**config.mk**
```make
export PLATFORM = sky130hd
export DESIGN_NAME = sfc_fifo_control
export DESIGN_NICKNAME = d
export VERILOG_FILES = /design/src/sfc_pkg.sv /design/src/sfc_fifo.sv /design/src/sfc_delay_ctr.sv /design/src/sfc_fifo_control.sv
export VERILOG_INCLUDE_DIRS = /design/src
export SDC_FILE = /design/constraint.sdc
export NUM_CORES = 1
export LEC_CHECK = 0
export ABC_AREA = 1
export BUFFER_PORTS_ARGS = -buffer_cell sky130_fd_sc_hd__clkbuf_2
export CAP_MARGIN = 20
export CELL_PAD_IN_SITES_DETAIL_PLACEMENT = 1
export CELL_PAD_IN_SITES_GLOBAL_PLACEMENT = 1
export CORE_ASPECT_RATIO = 1.5
export CORE_MARGIN = 2
export CORE_UTILIZATION = 46
export CTS_CLUSTER_DIAMETER = 150
export DETAILED_ROUTE_END_ITERATION = 7
export MAX_ROUTING_LAYER = met4
export PLACE_DENSITY = 0.82
export SLEW_MARGIN = 0
export SYNTH_ARGS = -nofsm -noshare
export SYNTH_HDL_FRONTEND = slang
export SYNTH_SLANG_ARGS = --single-unit
```
**constraint.sdc**
```tcl
create_clock -name i_mclk -period 3.7 [get_ports i_mclk]
set_input_delay 0.555 -clock i_mclk [delete_from_list [all_inputs] [get_ports i_mclk]]
set_output_delay 0.555 -clock i_mclk [all_outputs]
set_load 0.01 [all_outputs]
```
**src/sfc_map.svh**
```systemverilog
/*
  Register offsets, field positions, reset values and limits of the sample
  buffer control block. Included by the FIFO, delay counter and control files; holds definitions only.
*/
`ifndef SFC_MAP_SVH
`define SFC_MAP_SVH

// ----------------------------------------------------------------
// Register offsets
// ----------------------------------------------------------------
`define SFC_ADDR_PRESS_HI  8'h01
`define SFC_ADDR_OUT_LAST  8'h05
`define SFC_ADDR_BUF_DATA  8'h0E
`define SFC_ADDR_SETUP     8'h0F
`define SFC_ADDR_DELAY     8'h10
`define SFC_ADDR_SYSMODE   8'h11

// ----------------------------------------------------------------
// Fields and values
// ----------------------------------------------------------------
`define SFC_MODE_MSB       7
`define SFC_MODE_LSB       6
`define SFC_WMRK_MSB       5
`define SFC_WMRK_LSB       0
`define SFC_MODE_OFF       2'h0
`define SFC_MODE_CIRC      2'h1
`define SFC_MODE_STOP      2'h2
`define SFC_SETUP_RST      8'h00
`define SFC_WMRK_NONE      6'h00
`define SFC_BYTE_ZERO      8'h00
`define SFC_SYS_PAD        7'h00
`define SFC_DELAY_RST      8'h00
`define SFC_DELAY_MAX      8'hFF
`define SFC_DELAY_STEP     8'h01
`define SFC_IDX_FIRST      3'h0
`define SFC_IDX_LAST       3'h4
`define SFC_IDX_STEP       3'h1
`define SFC_COUNT_ONE      6'h01
`define SFC_DEPTH          32
`define SFC_FULL_COUNT     6'h20
`define SFC_SAMPLE_W       40

`endif

```
**src/sfc_pkg.sv**
```systemverilog
/*
  Types shared by the sample buffer control block.
  Assumes sfc_map.svh supplies all numeric constants.
*/
package sfc_pkg;
  typedef logic [1:0]  sfc_mode_t;
  typedef logic [5:0]  sfc_count_t;
  typedef logic [39:0] sfc_sample_t;
  typedef logic [7:0]  sfc_byte_t;
endpackage

```
**src/sfc_fifo.sv**
```systemverilog
/*
  Parameterised sample FIFO with valid/ready on both sides and flush.
  Assumes one clock; a pop and a push in the same cycle are both honoured.
*/
`timescale 1ns/1ps
`include "sfc_map.svh"

module sfc_fifo #(
  parameter int WIDTH = `SFC_SAMPLE_W,
  parameter int DEPTH = `SFC_DEPTH,
  parameter int CW    = $clog2(DEPTH + 1)
) (
  // Clock and reset
  input  wire logic             i_mclk,
  input  wire logic             i_arst_n,
  // Fill side
  input  wire logic             i_in_valid,
  output logic                  o_in_ready,
  input  wire logic [WIDTH-1:0] i_in_data,
  // Drain side
  output logic                  o_out_valid,
  input  wire logic             i_out_ready,
  output logic      [WIDTH-1:0] o_out_data,
  // Control and level
  input  wire logic             i_flush,
  output logic      [CW-1:0]    o_count
);
  localparam int AW = $clog2(DEPTH);

  logic [WIDTH-1:0] mem [DEPTH];
  logic [AW-1:0]    wr_ptr;
  logic [AW-1:0]    rd_ptr;
  logic [AW-1:0]    next_wr_ptr;
  logic [AW-1:0]    next_rd_ptr;
  logic [CW-1:0]    next_count;
  logic             push;
  logic             pop;

  // A full FIFO still takes a word when the drain pops in the same cycle
  assign o_in_ready  = (o_count != CW'(DEPTH)) || i_out_ready;
  assign o_out_valid = (o_count != '0);
  assign o_out_data  = mem[rd_ptr];
  assign push        = i_in_valid && o_in_ready;
  assign pop         = o_out_valid && i_out_ready;

  always_comb begin
    next_wr_ptr = wr_ptr;
    next_rd_ptr = rd_ptr;
    next_count  = o_count;
    if (i_flush) begin
      next_wr_ptr = '0;
      next_rd_ptr = '0;
      next_count  = '0;
    end else begin
      if (push) begin
        next_wr_ptr = AW'(wr_ptr + 1'b1);
      end
      if (pop) begin
        next_rd_ptr = AW'(rd_ptr + 1'b1);
      end
      next_count = CW'(o_count + CW'(push) - CW'(pop));
    end
  end

  always_ff @(posedge i_mclk or negedge i_arst_n) begin
    if (!i_arst_n) begin
      wr_ptr  <= '0;
      rd_ptr  <= '0;
      o_count <= '0;
    end else begin
      wr_ptr  <= next_wr_ptr;
      rd_ptr  <= next_rd_ptr;
      o_count <= next_count;
    end
  end

  // Storage holds no reset; the count guards every read
  always_ff @(posedge i_mclk) begin
    if (push && !i_flush) begin
      mem[wr_ptr] <= i_in_data;
    end
  end

  a_count_bound: assert property (@(posedge i_mclk) disable iff (!i_arst_n)
    o_count <= CW'(DEPTH)) else $error("fifo count above depth");
  a_flush_empty: assert property (@(posedge i_mclk) disable iff (!i_arst_n)
    i_flush |=> (o_count == '0)) else $error("fifo not empty after flush");

endmodule // sfc_fifo

```
**src/sfc_delay_ctr.sv**
```systemverilog
/*
  Eight-bit tick counter for the buffer delay register.
  Assumes i_tick is a one-cycle pulse per acquisition period.
*/
`timescale 1ns/1ps
`include "sfc_map.svh"

module sfc_delay_ctr (
  // Clock and reset
  input  wire logic       i_mclk,
  input  wire logic       i_arst_n,
  // Control
  input  wire logic       i_start,
  input  wire logic       i_tick,
  input  wire logic       i_clear,
  // Value
  output logic      [7:0] o_value
);
  logic       run;
  logic       next_run;
  logic [7:0] next_value;

  always_comb begin
    next_run   = run;
    next_value = o_value;
    if (i_start) begin
      next_run = 1'b1;
    end
    // Saturates rather than wrapping, so a long idle never reads as short
    if (run && i_tick && (o_value != `SFC_DELAY_MAX)) begin
      next_value = o_value + `SFC_DELAY_STEP;
    end
    if (i_clear) begin
      next_run   = 1'b0;
      next_value = `SFC_DELAY_RST;
    end
  end

  always_ff @(posedge i_mclk or negedge i_arst_n) begin
    if (!i_arst_n) begin
      run     <= 1'b0;
      o_value <= `SFC_DELAY_RST;
    end else begin
      run     <= next_run;
      o_value <= next_value;
    end
  end

  a_delay_clear: assert property (@(posedge i_mclk) disable iff (!i_arst_n)
    i_clear |=> (o_value == `SFC_DELAY_RST)) else $error("delay not cleared");
  a_delay_idle: assert property (@(posedge i_mclk) disable iff (!i_arst_n)
    (!run && !i_start) |=> $stable(o_value) || (o_value == `SFC_DELAY_RST))
    else $error("delay moved while stopped");

endmodule // sfc_delay_ctr

```
**src/sfc_fifo_control.sv**
```systemverilog
/*
  Sample buffer control: overflow modes, watermark, flush, pop-on-read
  data port, delay tick counter and system mode readback.
  Assumes a byte register port driven by the serial slave, one read or
  write strobe per cycle, and an acquisition tick with its sample.
*/
`timescale 1ns/1ps
`include "sfc_map.svh"

// Summary of operation
// - Passing the watermark never stops sample acceptance.
// - One sample is pushed per acquisition tick.
// - Each data byte read returns oldest sample; sample leaves after its bytes.
// - Mode bits 7:6: 00 off, 01 circular, 10 stop-when-full, 11 unused.
// - Circular mode drops the oldest sample when full and stores the new one.
// - Stop mode refuses samples while full.
// - Buffer is flushed while disabled and on standby-to-active change.
// - Writing mode 00 clears overflow, watermark flag and count.
// - Overflow flag set when count reaches 32.
// - Watermark bits 5:0; flag raised when count equals watermark.
// - Watermark zero suppresses the watermark flag.
// - Mode field is writable in active operation.
// - Watermark field is writable in standby operation.
// - No direct change between circular and stop modes.
// - Eight-bit delay counts ticks, starting on overflow or wrap.
// - Delay returns to zero when the last buffered byte is read.
// - System mode reads standby 0, active 1 in bit 0; bits 7:1 zero.
// - Depth 32; sample bytes: pressure high, mid, low, temperature high, low.
// - When enabled, data reads at pressure-high; other output bytes read zero.
module sfc_fifo_control
  import sfc_pkg::*;
(
  // Clock and reset
  input  wire logic        i_mclk,
  input  wire logic        i_arst_n,
  // Register port
  input  wire logic [7:0]  i_reg_addr,
  input  wire logic        i_reg_wr,
  input  wire logic        i_reg_rd,
  input  wire logic [7:0]  i_reg_wdata,
  output logic      [7:0]  o_reg_rdata,
  // Acquisition
  input  wire logic        i_sample_tick,
  input  wire logic [39:0] i_sample_data,
  output logic             o_sample_ready,
  // System mode
  input  wire logic        i_active,
  // Status
  output logic             o_overflow_flag,
  output logic             o_watermark_hit_flag,
  output logic      [5:0]  o_stored_sample_count,
  output logic             o_buffer_enabled
);

  // ----------------------------------------------------------------
  // Declarations
  // ----------------------------------------------------------------
  sfc_mode_t   mode;
  sfc_mode_t   next_mode;
  sfc_count_t  sample_watermark;
  sfc_count_t  next_watermark;
  logic [2:0]  byte_idx;
  logic [2:0]  next_byte_idx;
  logic        active_q;
  logic        next_overflow;
  logic        next_wmrk_hit;
  sfc_byte_t   next_rdata;
  sfc_mode_t   wr_mode;
  logic        wr_setup;
  logic        mode_ok;
  logic        flush;
  logic        in_valid;
  logic        in_ready;
  logic        full;
  logic        drop;
  logic        data_read;
  logic        host_pop;
  logic        last_byte_out;
  logic        out_valid;
  sfc_sample_t head;
  sfc_byte_t   head_byte;
  sfc_count_t  count;
  logic [7:0]  delay_tick_value;

  // ----------------------------------------------------------------
  // Mode decode and write acceptance
  // ----------------------------------------------------------------
  // Code 11 is not enabled, so it neither stores nor flags
  assign o_buffer_enabled = (mode == `SFC_MODE_CIRC) || (mode == `SFC_MODE_STOP);
  assign wr_setup = i_reg_wr && (i_reg_addr == `SFC_ADDR_SETUP);
  assign wr_mode  = i_reg_wdata[`SFC_MODE_MSB:`SFC_MODE_LSB];
  // Software must pass through 00 or 11 to change between circular and stop; a direct swap is dropped
  assign mode_ok  = !(((mode == `SFC_MODE_CIRC) && (wr_mode == `SFC_MODE_STOP)) ||
                      ((mode == `SFC_MODE_STOP) && (wr_mode == `SFC_MODE_CIRC)));

  always_comb begin
    next_mode      = mode;
    next_watermark = sample_watermark;
    if (wr_setup && mode_ok) begin
      next_mode = wr_mode;
    end
    if (wr_setup && !i_active) begin
      next_watermark = i_reg_wdata[`SFC_WMRK_MSB:`SFC_WMRK_LSB];
    end
  end

  always_ff @(posedge i_mclk or negedge i_arst_n) begin
    if (!i_arst_n) begin
      mode             <= `SFC_MODE_OFF;
      sample_watermark <= `SFC_WMRK_NONE;
      active_q         <= 1'b0;
    end else begin
      mode             <= next_mode;
      sample_watermark <= next_watermark;
      active_q         <= i_active;
    end
  end

  // ----------------------------------------------------------------
  // Sample path
  // ----------------------------------------------------------------
  assign flush    = !o_buffer_enabled || (i_active && !active_q);
  assign full     = (count == `SFC_FULL_COUNT);
  assign in_valid = i_sample_tick && o_buffer_enabled;
  // Circular wrap pops the head in the same cycle the new sample lands
  assign drop     = in_valid && full && (mode == `SFC_MODE_CIRC);
  assign o_sample_ready = o_buffer_enabled && in_ready;

  sfc_fifo #(
    .WIDTH (`SFC_SAMPLE_W),
    .DEPTH (`SFC_DEPTH),
    .CW    (6)
  ) u_fifo (
    .i_mclk      (i_mclk),
    .i_arst_n    (i_arst_n),
    .i_in_valid  (in_valid),
    .o_in_ready  (in_ready),
    .i_in_data   (i_sample_data),
    .o_out_valid (out_valid),
    .i_out_ready (host_pop || drop),
    .o_out_data  (head),
    .i_flush     (flush),
    .o_count     (count)
  );

  assign o_stored_sample_count = count;

  // ----------------------------------------------------------------
  // Data read port
  // ----------------------------------------------------------------
  assign data_read = i_reg_rd && ((i_reg_addr == `SFC_ADDR_BUF_DATA) ||
                     ((i_reg_addr == `SFC_ADDR_PRESS_HI) && o_buffer_enabled));
  assign last_byte_out = (byte_idx == `SFC_IDX_LAST);
  assign host_pop  = data_read && out_valid && last_byte_out && !flush;

  always_comb begin
    unique case (byte_idx)
      3'h0:    head_byte = head[39:32];
      3'h1:    head_byte = head[31:24];
      3'h2:    head_byte = head[23:16];
      3'h3:    head_byte = head[15:8];
      3'h4:    head_byte = head[7:0];
      default: head_byte = `SFC_BYTE_ZERO;
    endcase
  end

  always_comb begin
    next_byte_idx = byte_idx;
    if (flush || drop) begin
      // A dropped head invalidates a half-read sample; restart on the new head
      next_byte_idx = `SFC_IDX_FIRST;
    end else if (data_read && out_valid) begin
      next_byte_idx = last_byte_out ? `SFC_IDX_FIRST : byte_idx + `SFC_IDX_STEP;
    end
  end

  always_comb begin
    next_rdata = `SFC_BYTE_ZERO;
    if (data_read) begin
      next_rdata = out_valid ? head_byte : `SFC_BYTE_ZERO;
    end else if (i_reg_rd) begin
      unique case (i_reg_addr)
        `SFC_ADDR_SETUP:   next_rdata = {mode, sample_watermark};
        `SFC_ADDR_DELAY:   next_rdata = delay_tick_value;
        `SFC_ADDR_SYSMODE: next_rdata = {`SFC_SYS_PAD, i_active};
        default:           next_rdata = `SFC_BYTE_ZERO;
      endcase
    end
  end

  // ----------------------------------------------------------------
  // Flags
  // ----------------------------------------------------------------
  always_comb begin
    next_overflow = o_buffer_enabled && full;
    next_wmrk_hit = o_buffer_enabled && (sample_watermark != `SFC_WMRK_NONE) &&
                    (count == sample_watermark);
  end

  always_ff @(posedge i_mclk or negedge i_arst_n) begin
    if (!i_arst_n) begin
      byte_idx             <= `SFC_IDX_FIRST;
      o_reg_rdata          <= `SFC_BYTE_ZERO;
      o_overflow_flag      <= 1'b0;
      o_watermark_hit_flag <= 1'b0;
    end else begin
      byte_idx             <= next_byte_idx;
      o_reg_rdata          <= next_rdata;
      o_overflow_flag      <= next_overflow;
      o_watermark_hit_flag <= next_wmrk_hit;
    end
  end

  // ----------------------------------------------------------------
  // Delay tick counter
  // ----------------------------------------------------------------
  sfc_delay_ctr u_delay (
    .i_mclk   (i_mclk),
    .i_arst_n (i_arst_n),
    .i_start  (in_valid && full),
    .i_tick   (i_sample_tick),
    .i_clear  (flush || (host_pop && (count == `SFC_COUNT_ONE))),
    .o_value  (delay_tick_value)
  );

  // ----------------------------------------------------------------
  // Assertions
  // ----------------------------------------------------------------
  a_wmrk_flag_set: assert property (@(posedge i_mclk) disable iff (!i_arst_n)
    (o_buffer_enabled && (sample_watermark != `SFC_WMRK_NONE) && (count == sample_watermark))
    |=> o_watermark_hit_flag) else $error("watermark flag missed");
  a_wmrk_zero_quiet: assert property (@(posedge i_mclk) disable iff (!i_arst_n)
    o_watermark_hit_flag |-> ($past(sample_watermark) != `SFC_WMRK_NONE))
    else $error("watermark flag with zero watermark");
  a_ovf_at_full: assert property (@(posedge i_mclk) disable iff (!i_arst_n)
    (o_buffer_enabled && full) |=> o_overflow_flag) else $error("overflow flag missed");
  a_disable_clears: assert property (@(posedge i_mclk) disable iff (!i_arst_n)
    (wr_setup && (wr_mode == `SFC_MODE_OFF)) |-> ##2
    ((count == '0) && !o_overflow_flag && !o_watermark_hit_flag))
    else $error("disable did not clear state");
  a_stop_refuse: assert property (@(posedge i_mclk) disable iff (!i_arst_n)
    ((mode == `SFC_MODE_STOP) && full && i_sample_tick && !host_pop && !flush)
    |=> (count == `SFC_FULL_COUNT) && $stable(head)) else $error("stop mode took sample");
  a_circ_wrap: assert property (@(posedge i_mclk) disable iff (!i_arst_n)
    (drop && !host_pop && !flush) |-> o_sample_ready ##1 (count == `SFC_FULL_COUNT))
    else $error("circular wrap lost level");
  a_no_swap: assert property (@(posedge i_mclk) disable iff (!i_arst_n)
    (wr_setup && (mode == `SFC_MODE_CIRC) && (wr_mode == `SFC_MODE_STOP)) |=> (mode == `SFC_MODE_CIRC))
    else $error("direct mode swap accepted");
  a_pop_one: assert property (@(posedge i_mclk) disable iff (!i_arst_n)
    (host_pop && !in_valid) |=> (count == $past(count) - `SFC_COUNT_ONE))
    else $error("pop did not decrement");
  a_wake_flush: assert property (@(posedge i_mclk) disable iff (!i_arst_n)
    (i_active && !active_q) |=> (count == '0)) else $error("no flush on wake");
  a_sysmode_read: assert property (@(posedge i_mclk) disable iff (!i_arst_n)
    (i_reg_rd && (i_reg_addr == `SFC_ADDR_SYSMODE)) |=> (o_reg_rdata == {`SFC_SYS_PAD, $past(i_active)}))
    else $error("system mode readback wrong");
  a_tick_push: assert property (@(posedge i_mclk) disable iff (!i_arst_n)
    (in_valid && !full && !host_pop && !flush) |=> (count == $past(count) + `SFC_COUNT_ONE))
    else $error("tick did not store a sample");
  a_wmrk_no_stall: assert property (@(posedge i_mclk) disable iff (!i_arst_n)
    (in_valid && o_watermark_hit_flag && !full) |-> o_sample_ready)
    else $error("watermark stalled sampling");
  a_stop_swap: assert property (@(posedge i_mclk) disable iff (!i_arst_n)
    (wr_setup && (mode == `SFC_MODE_STOP) && (wr_mode == `SFC_MODE_CIRC)) |=> (mode == `SFC_MODE_STOP))
    else $error("direct mode swap accepted");
  a_mode_write: assert property (@(posedge i_mclk) disable iff (!i_arst_n)
    (wr_setup && mode_ok) |=> (mode == $past(wr_mode)))
    else $error("mode write lost");
  a_wmrk_standby_wr: assert property (@(posedge i_mclk) disable iff (!i_arst_n)
    (wr_setup && !i_active) |=> (sample_watermark == $past(i_reg_wdata[`SFC_WMRK_MSB:`SFC_WMRK_LSB])))
    else $error("standby watermark write lost");
  a_unused_quiet: assert property (@(posedge i_mclk) disable iff (!i_arst_n)
    ((mode != `SFC_MODE_OFF) && !o_buffer_enabled) |=> (count == '0) && !o_overflow_flag && !o_watermark_hit_flag)
    else $error("unused mode stored or flagged");
  a_ovf_drop: assert property (@(posedge i_mclk) disable iff (!i_arst_n)
    !full |=> !o_overflow_flag)
    else $error("overflow flag without full buffer");
  a_wmrk_level: assert property (@(posedge i_mclk) disable iff (!i_arst_n)
    (count != sample_watermark) |=> !o_watermark_hit_flag)
    else $error("watermark flag held past level");
  a_other_zero: assert property (@(posedge i_mclk) disable iff (!i_arst_n)
    (i_reg_rd && (i_reg_addr > `SFC_ADDR_PRESS_HI) && (i_reg_addr <= `SFC_ADDR_OUT_LAST)) |=> (o_reg_rdata == `SFC_BYTE_ZERO))
    else $error("other output byte not zero");
  a_empty_read: assert property (@(posedge i_mclk) disable iff (!i_arst_n)
    (data_read && !out_valid) |=> (o_reg_rdata == `SFC_BYTE_ZERO))
    else $error("empty buffer read not zero");

  c_circ_wrap:  cover property (@(posedge i_mclk) disable iff (!i_arst_n) drop);
  c_stop_full:  cover property (@(posedge i_mclk) disable iff (!i_arst_n)
    (mode == `SFC_MODE_STOP) && full && i_sample_tick);
  c_wmrk_hit:   cover property (@(posedge i_mclk) disable iff (!i_arst_n) o_watermark_hit_flag);
  c_last_drain: cover property (@(posedge i_mclk) disable iff (!i_arst_n)
    host_pop && (count == `SFC_COUNT_ONE));
  c_mode_unused: cover property (@(posedge i_mclk) disable iff (!i_arst_n)
    (mode != `SFC_MODE_OFF) && !o_buffer_enabled);

endmodule // sfc_fifo_control

```
## After elaboration in Yosys (flattened, before gate mapping)

Memories as Yosys holds them, arrays and structs flattened.
Index checks and enable logic that the tools add are counted.

| operators by class | value |
|---|---|
| reduce and logical (&&, ||, !) cells | 45 |
| equality and inequality tests | 18 |
| add/sub/neg operators | 6 |
| muxes and demuxes | 19 |

Operators by type and width:

| cell | number |
|---|---|
| two-way mux 8 bit | 5 |
| one-hot mux 8 bit (5 select lines) | 1 |
| logical AND 1 bit | 24 |
| one-hot mux 8 bit (3 select lines) | 1 |
| two-way mux 5 bit | 4 |
| equality test 8 x 4 -> 1 bit (second input constant) | 2 |
| equality test 8 x 5 -> 1 bit (second input constant) | 2 |
| nonzero test 6 bit | 2 |
| adder 5 x 1 -> 5 bit (second input constant) | 2 |
| nonzero test 2 bit | 5 |
| two-way mux 3 bit | 3 |
| adder 8 x 1 -> 8 bit (second input constant) | 1 |
| equality test 8 x 1 -> 1 bit (second input constant) | 1 |
| logical OR 1 bit | 8 |
| != test 8 bit (second input constant) | 1 |
| adder 6 x 1 -> 6 bit | 1 |
| equality test 3 x 2 -> 1 bit (second input constant) | 2 |
| equality test 6 x 1 -> 1 bit (second input constant) | 1 |
| equality test 6 bit | 1 |
| equality test 6 bit (second input constant) | 1 |
| two-way mux 6 bit | 1 |
| != test 6 bit (second input constant) | 1 |
| subtractor 6 x 1 -> 6 bit | 1 |
| logical NOT 1 bit | 5 |
| 7 further kinds | 12 |

| storage, ports and cells | value |
|---|---|
| logic and storage cells | 101 |
| memories | 1 |
| RAM bits | 1280 |
| register bits after elaboration | 47 |

Memories:

| name | words | width | rd ports | clocked after Yosys merged registers in | wr ports | line | source |
|---|---|---|---|---|---|---|---|
| u_fifo.mem | 32 | 40 | 1 | 0 | 1 | sfc_fifo.sv:30 | `logic [WIDTH-1:0] mem [DEPTH];` |

## Logic depth before layout (Yosys ltp)

Gate-level depths: netlist of the first run.

| logic depth | value |
|---|---|
| word-level depth | 14 |
| mapped depth | 21 |
| mapped depth without buffers | 21 |

## Cells and area by module

From an unflattened synthesis of the first run, not the netlist that was laid out.

| unflattened totals | value |
|---|---|
| cell total of the unflattened synthesis | 5426 |
| area total of the unflattened synthesis | 57254.9 µm² |

By module, submodules not included:

| module | instances | area an instance (µm²) | cells each |
|---|---|---|---|
| sfc_fifo | 1 | 54920.2 | 5078 |
| sfc_fifo_control | 1 | 1788.0 | 273 |
| sfc_delay_ctr | 1 | 546.8 | 75 |

## Worst setup path after synthesis of the first run

OpenSTA, ideal clock, no wires.

| path | value |
|---|---|
| path kind | input to register |
| start point | input i_reg_addr[7] |
| end point | memory u_fifo.mem[23][0] in the netlist's numbering (enable) |
| stages on the path | 11 |
| arrival | 3496 ps |
| buffers on the path | 1 |
| slack | -233 ps |
| cells stage by stage | or2_4 nor3_4 nand3_2 nor2_4 nand3_2 nand3_4 nand2_4 clkinv_2 nand2_4 buf_6 nor2_1 |

| on the way | value |
|---|---|
| word-level cells in the longest chain between the ends | 13 |

RTL lines:

| element | line | source |
|---|---|---|
| from (decl) | sfc_fifo_control.sv:37 | `input wire logic [7:0] i_reg_addr,` |
| equality test 8 x 1 -> 1 bit (no source line) | - |  |
| logical AND 1 bit | sfc_fifo_control.sv:152 | `` ((i_reg_addr == `SFC_ADDR_PRESS_HI) && o_buffer_enabled)); `` |
| logical OR 1 bit (*) | sfc_fifo_control.sv:151 | `` assign data_read = i_reg_rd && ((i_reg_addr == `SFC_ADDR_BUF_DATA) \|\| `` |
| logical AND 1 bit (*) | sfc_fifo_control.sv:151 |  |
| logical AND 1 bit (*) (3 in a row) | sfc_fifo_control.sv:154 | `assign host_pop = data_read && out_valid && last_byte_out && !flush;` |
| logical OR 1 bit (*) | sfc_fifo_control.sv:140 | `.i_out_ready (host_pop \|\| drop),` |
| logical OR 1 bit (*) | sfc_fifo.sv:40 | `assign o_in_ready = (o_count != CW'(DEPTH)) \|\| i_out_ready;` |
| logical AND 1 bit (*) | sfc_fifo.sv:43 | `assign push = i_in_valid && o_in_ready;` |
| logical AND 1 bit (*) | sfc_fifo.sv:79 | `if (push && !i_flush) begin` |
| two-way mux 1 bit (*) | sfc_fifo.sv:79 |  |
| two-way mux 1 bit (not written as such) (*) | sfc_fifo.sv:80 | `mem[wr_ptr] <= i_in_data;` |
| to (decl) | sfc_fifo.sv:30 |  |

Mark *: on every way between the ends. The rest lies on a longest branch, timed or not.

## Final worst setup path of the first run

| path | value |
|---|---|
| start point | register u_fifo.rd_ptr[0] |
| end point | register o_reg_rdata[6] |

| on the way | value |
|---|---|
| word-level cells in the longest chain between the ends | 4 |

RTL lines:

| element | line | source |
|---|---|---|
| from (decl) | sfc_fifo.sv:32 | `logic [AW-1:0] rd_ptr;` |
| from (signal assigned) | sfc_fifo.sv:72 | `rd_ptr <= next_rd_ptr;` |
| memory read (32 x 40 bit) | - |  |
| one-hot mux 8 bit (5 select lines) | sfc_fifo_control.sv:157 | `unique case (byte_idx)` |
| two-way mux 8 bit (no source line) | - |  |
| two-way mux 8 bit | sfc_fifo_control.sv:179 | `if (data_read) begin` |
| via next_rdata[6] | sfc_fifo_control.sv:67 | `sfc_byte_t next_rdata;` |
| to (signal assigned) | sfc_fifo_control.sv:203 | `` o_reg_rdata <= `SFC_BYTE_ZERO; `` |
| to (signal assigned) | sfc_fifo_control.sv:208 | `o_reg_rdata <= next_rdata;` |
| to (decl) | sfc_fifo_control.sv:41 | `output logic [7:0] o_reg_rdata,` |

The timed path passes the listed nets, and every way through them passes these cells.
A chain may end at the register's enable or synchronous reset.

==> out/results.txt, run 1 <==
Routed Antenna Nets: 0
# clock sinks: 1327
Critical-path maximum fanout: 47
Commonest non-fill, non-tap cells in the layout: 1509 x nand2_1, 1280 x edfxtp_1, 614 x nand3_1
Launching point of the worst reg2reg path: u_fifo.rd_ptr[0]
NumNets Final: 5083
Syn avg cell area: 11.2 um^2
WL per Instance: 27.5 um
Hold Vio Cnt, Final: 0
CP required: 4.31 ns
Setup repair after global routing missed its margin: false
Vias in the first global route: 42800
Top FF cell, synth: edfxtp_1
Post-route cell area: 61800 um^2
Commonest non-fill, non-tap cell in the layout: nand2_1
Die W: 286 um
Ys async rst share: 3.54%
Synth Register Bits: 1327
Final Skew: 0.0279 ns
Reg2reg end: o_reg_rdata[6]
Final Max Slew Viols: 0
Share of layout cells above drive strength 1: 8.97%
Starting Density: 46.3%
HP Start: i_reg_wdata[4]
First-pass GRT wire length: 270000 um
Hold/Removal Path Class: in2reg
Period utilization: 90.8%
R2R depth: 12
Clock-pin transition on the worst setup and hold timing paths: 0.07 ns
Critical Path Start Type: flop
Synthesized instance count: 4917
Largest net degree at the start of global routing: 156
Syn nets: 5002
Area leader, netlist: edfxtp_1
H-tree depth: 3
Core Area: 119000 um^2
Post-synth EDFFs: 1280
DR vias: 39700
Leak: 22.9 nW
Synth top area cells: edfxtp_1 70%, nand2_1 10%, nand3_1 5.6%, nor2_1 3.7%, dfrtp_1 2.1%
Area share of the largest cell type after synthesis: 69.9%
Drt pass-1 iters: 5
Resized cells post-CTS: 0
Outcome: completed
DP HPWL: 109000 um
Fmax: 298 MHz
Worst IR Drop VDD: 0.477 mV
Hold Path Cell Cnt: 2
Setup violators final: 0
Critical path type: reg2reg
CTS root buf: clkbuf_16
Layout area overhead: 12.4%
Number of synthesis warnings: 0
Iteration-0 DRC Markers: 4385
Crit path DAT: 3.97 ns
Initial antenna violation count: 2
Final wirelength: 183000 um
Area after DPL: 58000 um^2
Max-slew headroom: 37.5%
Setup total negative slack: 0 ns
Post-synth cell types: 42
Grt ovf: 0
GRT Util Overall: 30.8%
I/O pins: 80
GP Congestion: 0.864
R2R Setup Slk: 0.34 ns
Worst Setup SP: u_fifo.rd_ptr[0]
Minimum clock period: 3.36 ns
Synthesized area: 55000 um^2
CP endpoint kind: flop
Total CTS buffers: 117
Maximum root-to-sink buffer count: 3
Slew @ Worst Pin: 0.938 ns
# rows: 155
DRC: 0
Pwr dens: 471 nW/um^2
Die height: 427 um
Clk_lat worst skew: 0.75 ns
Hold Path Sink: sample_watermark[4]
Max-cap viol count: 0
Port Buffers: 79
Via-to-Cell Ratio: 5.95
Die area: 122000 um^2
Layout fillers: 12500
CTS tree: yes
Sequential cell area fraction in the yosys report: 72.1%
-- cell families after synthesis --
kind of cell | after synthesis | share of synthesized area, %
AOI/OAI and AO/OA | 360 | 3.40
xor gates and xnor gates | 8 | 0.127
adders and majority gates | 23 | 0.537
buffers and inverters | 485 | 3.63
DFF | 1327 | 72.1
muxes | 1 | 0.0205
and+or+nand+nor | 2713 | 20.2
-- stage by stage --
stage	util, %	power, mW	std cells	hold slack [ns]	setup slack (ns)
2_1_floorplan	-	16.8	4917	0.259	-0.153
3_3_place_gp	48.9	17.1	6447	0.413	0.274
3_5_place_dp	48.9	17.2	6447	0.422	0.289
4_1_cts	52.0	29.2	6663	0.0277	0.357
5_1_grt	52.0	29.7	6665	0.0570	0.0430
6_report	52.0	29.1	6665	0.0521	0.339
-- critical path, cell delays in order (launching register included) --
cell and delay [ns]:
dfrtp_4 0.66, inv_8 0.33, buf_12 0.29, buf_4 0.34, nand2_1 0.09, nand3_1 0.08
nand3_1 0.09, nand3_1 0.20, nand2_1 0.08, nand3_1 0.15, nand3_1 0.23, o21bai_1 0.45
nand2_1 0.13
-- power by group --
group / leakage [nW] / switching [mW] / total (mW) / internal (mW)
logic: 8.93 / 0.327 / 0.367 / 0.0402
registers: 12.1 / 0.00337 / 16.5 / 16.5
clock network: 1.84 / 5.69 / 12.3 / 6.59
total: 22.9 / 6.02 / 29.1 / 23.1
-- per-layer routing --
metal,up-vias,GRT usage [%],part of all wire (%)
li1,16900,-,-
met1,20100,33.7,35
met2,2034,53.1,52
met3,610,4.64,6.9
met4,0,18.4,6.4
met5,-,-,0
-- worst max path at each step --
stage / to
after global placement: u_fifo.o_count[4]
after global routing: u_fifo.o_count[4]
after CTS: u_fifo.o_count[4]
after floorplan: u_fifo.mem[0][0]
final: o_reg_rdata[6]
after detailed placement: u_fifo.o_count[4]
-- synthesized netlist by cell type, drive strengths merged (2+ instances only) --
cell    instances
o22ai           9
nor2          558
o21ai         239
edfxtp       1280
a21oi          94
o21bai          9
a221oi          3
nand3         617
dfrtp          47
inv           208
ha             22
nand2        1511
clkbuf        115
xor2            8
nor3           12
nand4          11
clkinv          2
nor3b           2
buf           160
-- sequential cells by signal, indices dropped and copies added, names as in the netlist, 2 cells and up --
register / cells
u_fifo.wr_ptr: 5
sample_watermark: 6
mode: 2
u_fifo.o_count: 6
u_fifo.mem: 1280
u_delay.o_value: 8
o_reg_rdata: 8
byte_idx: 3
u_fifo.rd_ptr: 5
-- cell type report --
class	count	area, um^2	area share [%]
Multi-Input combinational cell	3105	13600	22.0
Clock buffer	135	3040	4.92
Antenna cell	2	5.00	0.00810
Sequential cell	1327	39600	64.1
Clock inverter	79	704	1.14
Inverter	210	812	1.31
Tap cell	1570	1960	3.18
Timing Repair Buffer	237	2060	3.34
-- repair_timing --
item,CTS,global route
endpoints found under the setup margin,0,0
hold buffers,2,0
buffers inserted,0,0
endpoints found under the hold margin,8,0
No activity file was read; power rests on OpenSTA's default activity.
==> run 2: changes to the inputs <==
==> constraint.sdc (replaced) <==
create_clock -name i_mclk -period 3.7 [get_ports i_mclk]
set_input_delay 0 -clock i_mclk [delete_from_list [all_inputs] [get_ports i_mclk]]
set_output_delay 0 -clock i_mclk [all_outputs]
set_load 0.01 [all_outputs]
==> out/results.txt, run 2 (same netlist as run 1, synthesis figures left out) <==
Outcome: completed (unchanged)
Minimum clock period: 3.36 ns (about the same)
DRC: 0 (unchanged)
Grt ovf: 0 (unchanged)
Commonest non-fill, non-tap cell in the layout: nand2_1 (unchanged)
Pint: 23.2 mW (was 23.1 mW)
# clock sinks: 1327 (unchanged)
Core Area: 119000 um^2 (unchanged)
Final wirelength: 182000 um (was 183000 um)
Hold/Removal Path Class: in2reg (unchanged)
Critical Path Start Type: flop (unchanged)
NumNets Final: 5131 (was 5083)
Reg with most FFs: u_fifo.mem (unchanged)
Iteration-0 DRC Markers: 4343 (was 4385)
NetSw: 5.99 mW (was 6.02 mW)
Max-slew headroom: 33.1% (was 37.5%)
CTS tree: yes (unchanged)
Biggest regs: u_fifo.mem: 1280 flops, o_reg_rdata: 8 flops, u_delay.o_value: 8 flops (unchanged)
Clock power share: 42.2% (about the same)
Maximum root-to-sink buffer count: 3 (unchanged)
Clk_lat worst skew: 0.77 ns (was 0.75 ns)
Largest net degree at the start of global routing: 115 (was 156)
R2R depth: 20 (was 12)
Drt pass-1 iters: 6 (was 5)
Final Skew: 0.0371 ns (was 0.0279 ns)
R2R Setup Slk: 0.34 ns (about the same)
Routed Antenna Nets: 0 (unchanged)
Clock-pin transition on the worst setup and hold timing paths: 0.06 ns (was 0.07 ns)
Starting Density: 46.3% (unchanged)
Total CTS buffers: 118 (was 117)
Setup violators final: 0 (unchanged)
Commonest non-fill, non-tap cells in the layout: 1509 x nand2_1, 1280 x edfxtp_1, 614 x nand3_1 (unchanged)
Die W: 286 um (unchanged)
Sw Ratio: 20.5% (was 20.7%)
Period utilization: 90.8% (about the same)
Critical path type: reg2reg (unchanged)
CP endpoint kind: flop (unchanged)
Die height: 427 um (unchanged)
Share of layout cells above drive strength 1: 8.80% (was 8.97%)
Post-CTS setup buffer count: 0 (unchanged)
Pwr dens: 468 nW/um^2 (was 471 nW/um^2)
Hold Path Cell Cnt: 1 (was 2)
H-tree depth: 3 (unchanged)
Non-Filler Instances: 6723 (was 6665)
GRT Util Overall: 30.5% (was 30.8%)
DP HPWL: 107000 um (was 109000 um)
WL per Instance: 27.0 um (was 27.5 um)
Hold Vio Cnt, Final: 0 (unchanged)
Core Util, Final: 52.6% (was 52.0%)
Layout area overhead: 13.6% (was 12.4%)
First-pass GRT wire length: 267000 um (was 270000 um)
Critical-path maximum fanout: 5 (was 47)
Power consumption: 29.2 mW (was 29.1 mW)
Leak: 23.1 nW (was 22.9 nW)
DR vias: 39600 (was 39700)
CTS root buf: clkbuf_16 (unchanged)
# rows: 155 (unchanged)
CP required: 4.31 ns (about the same)
Worst Hold Margin: 0.0232 ns (was 0.0521 ns)
Crit path DAT: 3.97 ns (about the same)
Initial antenna violation count: 5 (was 2)
Vias in the first global route: 42300 (was 42800)
Comb pwr share: 1.4% (was 1.3%)
Die area: 122000 um^2 (unchanged)
Port Buffers: 79 (unchanged)
Slew @ Worst Pin: 1.00 ns (was 0.938 ns)
Fmax: 298 MHz (about the same)
Flop pwr share: 56.4% (was 56.6%)
I/O pins: 80 (unchanged)
Area after DPL: 58000 um^2 (about the same)
Final Max Slew Viols: 0 (unchanged)
Worst IR Drop VDD: 0.438 mV (was 0.477 mV)
Post-route cell area: 62400 um^2 (was 61800 um^2)
Max-cap viol count: 0 (unchanged)
GP Congestion: 0.854 (was 0.864)
Setup repair after global routing missed its margin: false (unchanged)
Dpl cells: 6431 (was 6447)
Via-to-Cell Ratio: 5.89 (was 5.95)
Max FFs per register: 1280 (unchanged)
-- run 2: cell types whose count changed in the layout (fill, tap and decap cells not counted), moves of 6 or more --
cell | previous run | this run
clkinv_1 | 34 | 28
dlygate4sd3_1 | 2 | 65
clkinvlp_4 | 2 | 9
buf_4 | 118 | 94
clkinv_2 | 24 | 30
buf_12 | 38 | 46
-- run 2: area by class of cell --
| class | instances | area (um^2) |
|---|---|---|
| antenna | 5 | 12.5 |
| clock buffer | 140 | 3090 |
| clock inverter | 82 | 691 |
| fill | 12400 | 56300 |
| inverter | 210 | 812 |
| multi-input combinational | 3105 | 13600 |
| sequential | 1327 | 39600 |
| tap | 1570 | 1960 |
| timing repair buffer | 284 | 2670 |
-- run 2: path summary, 6_finish.rpt --
check,start,to
setup / recovery,mode[0],u_fifo.o_count[4]
hold / removal,i_sample_data[28],u_fifo.mem[10][28]
setup reg to reg,mode[0],u_fifo.o_count[4]
hold reg to reg,u_delay.run,u_delay.run
max in group asynchronous,i_arst_n,u_fifo.rd_ptr[0]
min in group asynchronous,i_arst_n,u_delay.o_value[0]
-- run 2: critical path, cell delays in order, from the launching register on --
cell and delay [ns]:
dfrtp_1 0.38, inv_1 0.08, ha_1 0.39, o21ai_1 0.19
nand3_2 0.14, nor2_4 0.16, nand3_2 0.13, nand2_1 0.10
nand2_1 0.11, inv_1 0.14, ha_1 0.14, inv_1 0.04
ha_1 0.21, fa_1 0.42, nand2_1 0.07, inv_1 0.05
nor2_1 0.09, nor2_1 0.05, nor2_1 0.11, xor2_1 0.16
nor2_1 0.06
-- run 2: what timing repair did --
action                                 CTS  global route
hold buffers                            65             0
gates resized for setup                  0             0
endpoints found under the hold margin  714             0
-- run 2: metrics by stage --
| stage | setup WS (ns) | TNS [ns] |
|---|---|---|
| after floorplan | -0.132 | -42.36 |
| after global placement | 0.362 | 0 |
| after detailed placement | 0.400 | 0 |
| after CTS | 0.373 | 0 |
| after global routing | 0.133 | 0 |
| final | 0.342 | 0 |
-- run 2: power by group through the flow --
stage                     logic, mW  registers (mW)  clock network (mW)
after floorplan              0.0394            16.8                   0
after global placement        0.330            16.8                   0
after detailed placement      0.350            16.8                   0
after CTS                     0.400            16.5                12.4
after global routing          0.427            16.5                12.9
final                         0.401            16.5                12.3
-- run 2: metal layers --
metal	share of wire (%)	up-vias	GRT usage, %
met1	36	20100	34.1
met2	51	1881	51.7
met3	6.5	587	4.49
met4	6.7	0	18.9
met5	0	-	-
li1	-	17000	-
